--- config.mk ---
export PLATFORM = sky130hd
export DESIGN_NAME = aiss_top
export DESIGN_NICKNAME = d
export VERILOG_FILES = /design/src/include/aiss_pkg.sv /design/src/core/aiss_regs.sv /design/src/core/aiss_scan.sv /design/src/core/aiss_top.sv
export SDC_FILE = /design/constraint.sdc
export NUM_CORES = 1
export LEC_CHECK = 0
export ABC_CLOCK_PERIOD_IN_PS = 5800
export BUFFER_PORTS_ARGS = -buffer_cell sky130_fd_sc_hd__buf_2
export CORE_AREA = 2 2 130 132
export CTS_BUF_LIST = sky130_fd_sc_hd__clkbuf_2
export DETAILED_ROUTE_END_ITERATION = 12
export DIE_AREA = 0 0 132 134
export SYNTH_ARGS = -nofsm -noshare
export SYNTH_HDL_FRONTEND = slang
export SYNTH_HIERARCHICAL = 1
export SYNTH_SLANG_ARGS = --single-unit
--- constraint.sdc ---
create_clock -name i_clk_sys -period 5.8 [get_ports i_clk_sys]
set_clock_uncertainty 0.05 [all_clocks]
set_input_delay 0.58 -clock i_clk_sys [delete_from_list [all_inputs] [get_ports i_clk_sys]]
set_output_delay 0.58 -clock i_clk_sys [all_outputs]
set_load 0.05 [all_outputs]
--- src/include/aiss_pkg.sv ---
package aiss_pkg;

    // ------------------------------------------------------------------
    // Register map
    // ------------------------------------------------------------------
    localparam logic [3:0] REG_CH0_SEL = 4'h0;
    localparam logic [3:0] REG_SCAN_HI = 4'h1;
    localparam logic [3:0] REG_CFG = 4'h2;
    localparam logic [3:0] REG_STATUS = 4'h3;

    localparam logic [15:0] CH0_SEL_RESET = 16'h0000;
    localparam logic [15:0] SCAN_HI_RESET = 16'h0000;
    localparam logic [15:0] CH0_SEL_MASK = 16'h9F9F;

    // ------------------------------------------------------------------
    // Field positions
    // ------------------------------------------------------------------
    localparam int POS_A_LSB = 0;
    localparam int NEG_A_BIT = 7;
    localparam int POS_B_LSB = 8;
    localparam int NEG_B_BIT = 15;
    localparam int SEL_W = 5;
    localparam int SCAN_W = 16;
    localparam int SCAN_BASE = 16;
    localparam logic [4:0] SECOND_MAX_INPUT = 5'h0F;
    localparam logic [4:0] NEG_PIN_INPUT = 5'h01;
    localparam logic [5:0] PRESENT_RESET = 6'h20;

    // ------------------------------------------------------------------
    // Carriers
    // ------------------------------------------------------------------
    typedef struct packed {
        logic [3:0] addr;
        logic [15:0] wdata;
        logic wr;
        logic rd;
    } aiss_bus_s;

    typedef struct packed {
        logic neg_pin_b;
        logic [4:0] pos_b;
        logic neg_pin_a;
        logic [4:0] pos_a;
    } aiss_sel_s;

    typedef enum logic [2:0] {
        SCAN_IDLE = 3'b001,
        SCAN_SEEK = 3'b010,
        SCAN_EMIT = 3'b100
    } aiss_scan_e;

endpackage

--- src/core/aiss_regs.sv ---
module aiss_regs
    import aiss_pkg::*;
(
    input wire logic i_clk_sys,
    input wire logic i_rstn,
    input wire logic i_second,
    input aiss_bus_s i_bus,
    output logic [15:0] o_ch0_sel,
    output logic [15:0] o_scan_hi,
    output logic [5:0] o_present
);
    logic [15:0] ch0_q, ch0_d, scan_q, scan_d;
    logic [5:0] pres_q, pres_d;

    // Positive selects wider than the second converter allows are clipped.
    function automatic logic [4:0] clip_sel(input logic [4:0] s, input logic sec);
        clip_sel = (sec && s > SECOND_MAX_INPUT) ? SECOND_MAX_INPUT : s;
    endfunction

    always_comb begin
        ch0_d = ch0_q;
        scan_d = scan_q;
        pres_d = pres_q;
        if (i_bus.wr) begin
            case (i_bus.addr)
                REG_CH0_SEL: begin
                    ch0_d = i_bus.wdata & CH0_SEL_MASK;
                    ch0_d[POS_A_LSB +: SEL_W] = clip_sel(i_bus.wdata[POS_A_LSB +: SEL_W], i_second);
                    ch0_d[POS_B_LSB +: SEL_W] = clip_sel(i_bus.wdata[POS_B_LSB +: SEL_W], i_second);
                end
                REG_SCAN_HI: scan_d = i_bus.wdata;
                REG_CFG: pres_d = i_bus.wdata[5:0];
                default: ;
            endcase
        end
    end

    always_ff @(posedge i_clk_sys) begin
        if (!i_rstn) begin
            ch0_q <= CH0_SEL_RESET;
            scan_q <= SCAN_HI_RESET;
            pres_q <= PRESENT_RESET;
        end else begin
            ch0_q <= ch0_d;
            scan_q <= scan_d;
            pres_q <= pres_d;
        end
    end

    assign o_ch0_sel = ch0_q;
    assign o_scan_hi = scan_q;
    assign o_present = pres_q;
endmodule

--- src/core/aiss_scan.sv ---
module aiss_scan
    import aiss_pkg::*;
(
    input wire logic i_clk_sys,
    input wire logic i_rstn,
    input wire logic i_start,
    input wire logic i_step,
    input wire logic [15:0] i_mask,
    output logic [4:0] o_input,
    output logic o_valid,
    output logic o_last,
    output logic o_busy
);
    aiss_scan_e st_q, st_d;
    logic [3:0] idx_q, idx_d;
    logic [15:0] mask_q, mask_d;

    // The mask is captured at start so a write mid-scan cannot tear the sequence.
    always_comb begin
        st_d = st_q;
        idx_d = idx_q;
        mask_d = mask_q;
        case (st_q)
            SCAN_IDLE: begin
                if (i_start && i_mask != 16'h0000) begin
                    mask_d = i_mask;
                    idx_d = 4'h0;
                    st_d = SCAN_SEEK;
                end
            end
            SCAN_SEEK: begin
                if (mask_q[idx_q]) begin
                    st_d = SCAN_EMIT;
                end else if (idx_q == 4'hF) begin
                    st_d = SCAN_IDLE;
                end else begin
                    idx_d = idx_q + 4'h1;
                end
            end
            SCAN_EMIT: begin
                if (i_step) begin
                    if (idx_q == 4'hF || (mask_q >> idx_q) == 16'h0001) begin
                        st_d = SCAN_IDLE;
                    end else begin
                        idx_d = idx_q + 4'h1;
                        st_d = SCAN_SEEK;
                    end
                end
            end
            default: st_d = SCAN_IDLE;
        endcase
    end

    always_ff @(posedge i_clk_sys) begin
        if (!i_rstn) begin
            st_q <= SCAN_IDLE;
            idx_q <= 4'h0;
            mask_q <= 16'h0000;
        end else begin
            st_q <= st_d;
            idx_q <= idx_d;
            mask_q <= mask_d;
        end
    end

    assign o_input = {1'b1, idx_q};
    assign o_valid = (st_q == SCAN_EMIT);
    assign o_last = (st_q == SCAN_EMIT) && (idx_q == 4'hF || (mask_q >> idx_q) == 16'h0001);
    assign o_busy = (st_q != SCAN_IDLE);
endmodule

--- src/core/aiss_top.sv ---
// Behaviour
// - Sample A channel 0 negative input is analog input 1 when bit 7 set, else low reference.
// - Sample A negative select resets to the low reference.
// - Second converter clips channel 0 positive selects to inputs 0 through 15.
// - Mask bit one includes that input in the scan; zero skips it.
// - Upper mask bits 15..0 map onto analog inputs 31..16.
// - All sixteen upper mask bits are writable and readable on every variant.
module aiss_top
    import aiss_pkg::*;
(
    input wire logic i_clk_sys,
    input wire logic i_rstn,
    input wire logic i_second,
    input wire logic [3:0] i_addr,
    input wire logic [15:0] i_wdata,
    input wire logic i_wr,
    input wire logic i_rd,
    input wire logic i_scan_start,
    input wire logic i_scan_step,
    output logic [15:0] o_rdata,
    output aiss_sel_s o_sel,
    output logic o_sel_a_low_ref,
    output logic o_sel_b_low_ref,
    output logic [4:0] o_scan_input,
    output logic o_scan_low_ref,
    output logic o_scan_valid,
    output logic o_scan_last,
    output logic o_scan_busy
);
    // ------------------------------------------------------------------
    // Register file
    // ------------------------------------------------------------------
    aiss_bus_s bus;
    logic [15:0] ch0_sel, scan_hi;
    logic [5:0] present;
    logic [4:0] sc_input;
    logic sc_valid, sc_last, sc_busy;

    assign bus = '{addr: i_addr, wdata: i_wdata, wr: i_wr, rd: i_rd};

    aiss_regs u_regs (
        .i_clk_sys(i_clk_sys),
        .i_rstn(i_rstn),
        .i_second(i_second),
        .i_bus(bus),
        .o_ch0_sel(ch0_sel),
        .o_scan_hi(scan_hi),
        .o_present(present)
    );

    aiss_scan u_scan (
        .i_clk_sys(i_clk_sys),
        .i_rstn(i_rstn),
        .i_start(i_scan_start),
        .i_step(i_scan_step),
        .i_mask(scan_hi),
        .o_input(sc_input),
        .o_valid(sc_valid),
        .o_last(sc_last),
        .o_busy(sc_busy)
    );

    // An input number at or above the pin count has no pin on this variant.
    function automatic logic no_pin(input logic [4:0] n, input logic [5:0] cnt);
        no_pin = ({1'b0, n} >= cnt);
    endfunction

    // ------------------------------------------------------------------
    // Output registers
    // ------------------------------------------------------------------
    logic [15:0] rdata_q, rdata_d;
    aiss_sel_s sel_q, sel_d;
    logic a_low_q, a_low_d, b_low_q, b_low_d;
    logic [4:0] sin_q, sin_d;
    logic slow_q, slow_d, sval_q, sval_d, slast_q, slast_d, sbusy_q, sbusy_d;

    always_comb begin
        rdata_d = 16'h0000;
        if (i_rd) begin
            case (i_addr)
                REG_CH0_SEL: rdata_d = ch0_sel;
                REG_SCAN_HI: rdata_d = scan_hi;
                REG_CFG: rdata_d = {10'h000, present};
                REG_STATUS: rdata_d = {10'h000, sc_busy, sc_valid, 4'h0};
                default: rdata_d = 16'h0000;
            endcase
        end
        sel_d.pos_a = ch0_sel[POS_A_LSB +: SEL_W];
        sel_d.pos_b = ch0_sel[POS_B_LSB +: SEL_W];
        sel_d.neg_pin_a = ch0_sel[NEG_A_BIT];
        sel_d.neg_pin_b = ch0_sel[NEG_B_BIT];
        a_low_d = no_pin(sel_d.pos_a, present);
        b_low_d = no_pin(sel_d.pos_b, present);
        sin_d = sc_input;
        slow_d = sc_valid && no_pin(sc_input, present);
        sval_d = sc_valid;
        slast_d = sc_last;
        sbusy_d = sc_busy;
    end

    always_ff @(posedge i_clk_sys) begin
        if (!i_rstn) begin
            rdata_q <= 16'h0000;
            sel_q <= '0;
            a_low_q <= 1'b0;
            b_low_q <= 1'b0;
            sin_q <= 5'h00;
            slow_q <= 1'b0;
            sval_q <= 1'b0;
            slast_q <= 1'b0;
            sbusy_q <= 1'b0;
        end else begin
            rdata_q <= rdata_d;
            sel_q <= sel_d;
            a_low_q <= a_low_d;
            b_low_q <= b_low_d;
            sin_q <= sin_d;
            slow_q <= slow_d;
            sval_q <= sval_d;
            slast_q <= slast_d;
            sbusy_q <= sbusy_d;
        end
    end

    assign o_rdata = rdata_q;
    assign o_sel = sel_q;
    assign o_sel_a_low_ref = a_low_q;
    assign o_sel_b_low_ref = b_low_q;
    assign o_scan_input = sin_q;
    assign o_scan_low_ref = slow_q;
    assign o_scan_valid = sval_q;
    assign o_scan_last = slast_q;
    assign o_scan_busy = sbusy_q;
endmodule

==> reports/results.ini <==
[outcome]
status=completed

[clocking]
worstSkewPairLatency_ns=0.58
cts_tree=done
tritoncts.num_buffers=9
cts_resized=0
cts_hold_repair.buffers=0
depth_of_the_cts_h_tree=3
ctsRootBufferMaster=sky130_fd_sc_hd__clkbuf_2
maximum_root_to_sink_buffer_count=2
clk_pin_slew_ns=0.25
number_of_setup_buffers_added_after_cts=0
numClockSinks=96

[setup_path]
worst-path-max-fanout=25
worst_reg2reg_path_startpoint=u_scan/idx_q[1]$_SDFFE_PN0P_
worst_reg_to_reg_setup_slack_ns=2.97
class_of_the_most_critical_setup_path=flip-flop to flip-flop
reg2reg_depth=7
reg2reg_to=u_scan/idx_q[2]$_SDFFE_PN0P_
endpoint_kind=flip-flop
arrival_ns=3.26
cp_data_required_time_ns=6.24
start_kind=flip-flop

[sta]
whs_ns=0.1620
timing.final.hold_violations=0
final_period_minus_worst_setup_slack_ns=2.829
max_slew_margin_pct=24.13
final-max-slew-violation-count=0
layout_worst_path_cycle_share_pct=48.77
report.final.setup_viol=0
achievable-frequency_mhz=353.5
fin_setup_tns_ns=0
max_slew.worst_pin.slew_ns=1.130
grt_setup_unrepaired=false

[logic_synthesis]
synth_cell_types=67
synth_top_family_by_area=simple AND/OR/NAND/NOR gates
synth-seq-area-share_pct=40.34
synth_simple_gate_area_share_pct=20.19
syn_area_um2=4765
proportion_of_register_bits_with_asynchronous_set_or_reset_after_synthesis_pct=0
synthesis_stage_register_bit_count=96
syn-instance-count=497
mux_contribution_to_synthesized_area_pct=13.89
synth.yosys.warnings=6
synth_compound_area_share_pct=14.68
synthAdderAreaFrac_pct=4.202
synth-edff-count=0
post_synth.cell_area_avg_um2=9.587
ys_dominant_reg_cell=sky130_fd_sc_hd__dfxtp_1
synth_xor_area_share_pct=0.1838

[place]
detailed_place.area_um2=5137
port-buffer-count=65
place_inst=753
hpwlAfterDp_um=8780
place.gp.congestion=0.8153

[worst_hold_path]
whs_path_depth=3
hold_path_class=primary input to flip-flop
min_delay_worst_endpoint=u_regs/o_scan_hi[14]$_SDFFE_PN0P_
worstHoldStart=i_wdata[14]

[global_route]
global_route_wire_length_before_repair_um=19190
grt.total_usage_pct=13.69
antenna_found_initial=1
first_global_vias=3547
grt_max_degree=92
grt_remaining_overflow=0

[drt]
wl_um=11940
drt_drc_violations_left=0
detailroute.via_count=3690
post_drt_wl_per_cell_um=15.51
drt_pass1_iterations=5
antenna_left=0
drt_iter0_markers=289
routed_via_density=4.792

[power]
irDropWorstVdd_uv=112.9
pwr_density_cell_nw_per_um2=225.7
power.static_leakage_nw=2.106

[floorplanning]
top_level_pins=66
starting_utilization_of_the_core_area_pct=29.25
dieArea_um2=17690
die_h_um=134
die_width_um=132
placementRows=47
coreArea_um2=16290

[final_layout]
share_of_final_layout_standard_cells_stronger_than_drive_strength_1_pct=21.31
layout.cell_area.non_filler_um2=5231
most-common-layout-cells=96 x sky130_fd_sc_hd__dfxtp_1, 65 x sky130_fd_sc_hd__buf_2, 59 x sky130_fd_sc_hd__nand2_1, 59 x sky130_fd_sc_hd__mux2i_1, 28 x sky130_fd_sc_hd__nor2_1
final_cell_count_no_fill=770
mostFrequentLayoutCell=sky130_fd_sc_hd__dfxtp_1
design.final.nets=587
synthToLayoutAreaGrowth_pct=9.795
post-route-util_pct=32.11

[flow_run]
timing.max_cap.violations=0

[state kept, by name, indices dropped and copies added (netlist names)]
signal	flops
o_rdata	16
o_scan_busy	1
o_scan_input	5
o_scan_last	1
o_scan_low_ref	1
o_scan_valid	1
o_sel	12
o_sel_a_low_ref	1
o_sel_b_low_ref	1
u_regs/o_ch0_sel	12
u_regs/o_present	6
u_regs/o_scan_hi	16
u_scan/idx_q	4
u_scan/mask_q	16
u_scan/st_q	3
[kinds of logic (layout without fill, tap and decap cells)]
logic type      Yosys count  after routing
other cells               2              6
simple gates            180            180
compound gates           91             91
buf+inv                  48             97
mux                      63             63
xor+xnor                  1              1
fa+ha+maj                16             16
flops                    96             96
[report_power, final]
group / switching (mW) / total [mW] / internal [mW]
logic: 0.125 / 0.200 / 0.0750
registers: 0.0162 / 0.691 / 0.675
clock network: 0.233 / 0.290 / 0.0561
[synth_stat cells (3+ instances only)]
master	n	area (um2)
sky130_fd_sc_hd__nand3b_1	3	22.52
sky130_fd_sc_hd__dfxtp_1	96	1922
sky130_fd_sc_hd__mux2i_1	59	590.6
sky130_fd_sc_hd__clkbuf_1	14	52.55
sky130_fd_sc_hd__a32oi_1	3	26.28
sky130_fd_sc_hd__nand3_1	7	35.03
sky130_fd_sc_hd__and2_1	26	162.7
sky130_fd_sc_hd__o21ai_0	22	110.1
sky130_fd_sc_hd__a22oi_1	5	37.54
sky130_fd_sc_hd__nand4_1	6	37.54
sky130_fd_sc_hd__buf_4	6	45.04
sky130_fd_sc_hd__nand2b_1	10	62.56
sky130_fd_sc_hd__nor3_1	4	20.02
sky130_fd_sc_hd__a21oi_1	22	110.1
sky130_fd_sc_hd__buf_6	7	78.83
sky130_fd_sc_hd__ha_1	16	200.2
sky130_fd_sc_hd__a21o_1	5	37.54
sky130_fd_sc_hd__a22oi_2	10	125.1
sky130_fd_sc_hd__nor2_1	28	105.1
sky130_fd_sc_hd__nand2_1	59	221.5
sky130_fd_sc_hd__inv_1	15	56.30
sky130_fd_sc_hd__buf_2	3	15.01
sky130_fd_sc_hd__nor4_1	4	25.02
sky130_fd_sc_hd__nor2b_1	5	31.28
sky130_fd_sc_hd__nor2_2	11	68.82
[through the flow]
step / worst slack (ns) / power [mW]
after floorplan: 3.772 / 0.8526
after global placement: 3.098 / 0.8959
after detailed placement: 3.003 / 0.9006
after CTS: 2.987 / 1.191
after global routing: 2.780 / 1.239
final: 2.971 / 1.180
[final cells by class]
| class | count | area (um2) |
|---|---|---|
| clock inverter | 7 | 46.29 |
| timing repair buffer | 66 | 332.8 |
| inverter | 15 | 56.30 |
| sequential | 96 | 1922 |
| antenna | 1 | 2.502 |
| clock buffer | 9 | 45.04 |
| tap | 220 | 275.3 |
| multi-input combinational | 356 | 2551 |
| fill | 1710 | 11060 |
[per-layer routing]
| layer | global-route usage (%) | part of all wire [%] |
|---|---|---|
| met4 | 3.321 | 1.5 |
| met2 | 21.33 | 45 |
| met5 | 0 | 0 |
| met3 | 3.590 | 4.9 |
| met1 | 18.94 | 49 |
[how the worst max path moves through the flow]
stage / from / endpoint / slack [ns] / cells after the start
final: u_scan/idx_q[1]$_SDFFE_PN0P_ / u_scan/idx_q[2]$_SDFFE_PN0P_ / 2.97 / 7
after global routing: u_scan/idx_q[1]$_SDFFE_PN0P_ / u_scan/idx_q[2]$_SDFFE_PN0P_ / 2.78 / 7
after CTS: u_scan/idx_q[1]$_SDFFE_PN0P_ / u_scan/idx_q[2]$_SDFFE_PN0P_ / 2.99 / 7
after detailed placement: u_scan/idx_q[1]$_SDFFE_PN0P_ / u_scan/idx_q[2]$_SDFFE_PN0P_ / 3.00 / 7
after global placement: i_rstn / o_rdata[5]$_SDFF_PN0_ / 3.10 / 4
after floorplan: u_scan/idx_q[0]$_SDFFE_PN0P_ / u_scan/idx_q[0]$_SDFFE_PN0P_ / 3.77 / 7
[critical path: stages (launching register included)]
cell                       delay [ns]
sky130_fd_sc_hd__dfxtp_1         1.04
sky130_fd_sc_hd__mux2i_1         0.25
sky130_fd_sc_hd__a221o_1         0.40
sky130_fd_sc_hd__a221oi_4        0.29
sky130_fd_sc_hd__a31oi_4         0.14
sky130_fd_sc_hd__a21oi_4         0.25
sky130_fd_sc_hd__a21o_1          0.23
sky130_fd_sc_hd__o32ai_2         0.08
(Power assumes the default switching activity.)
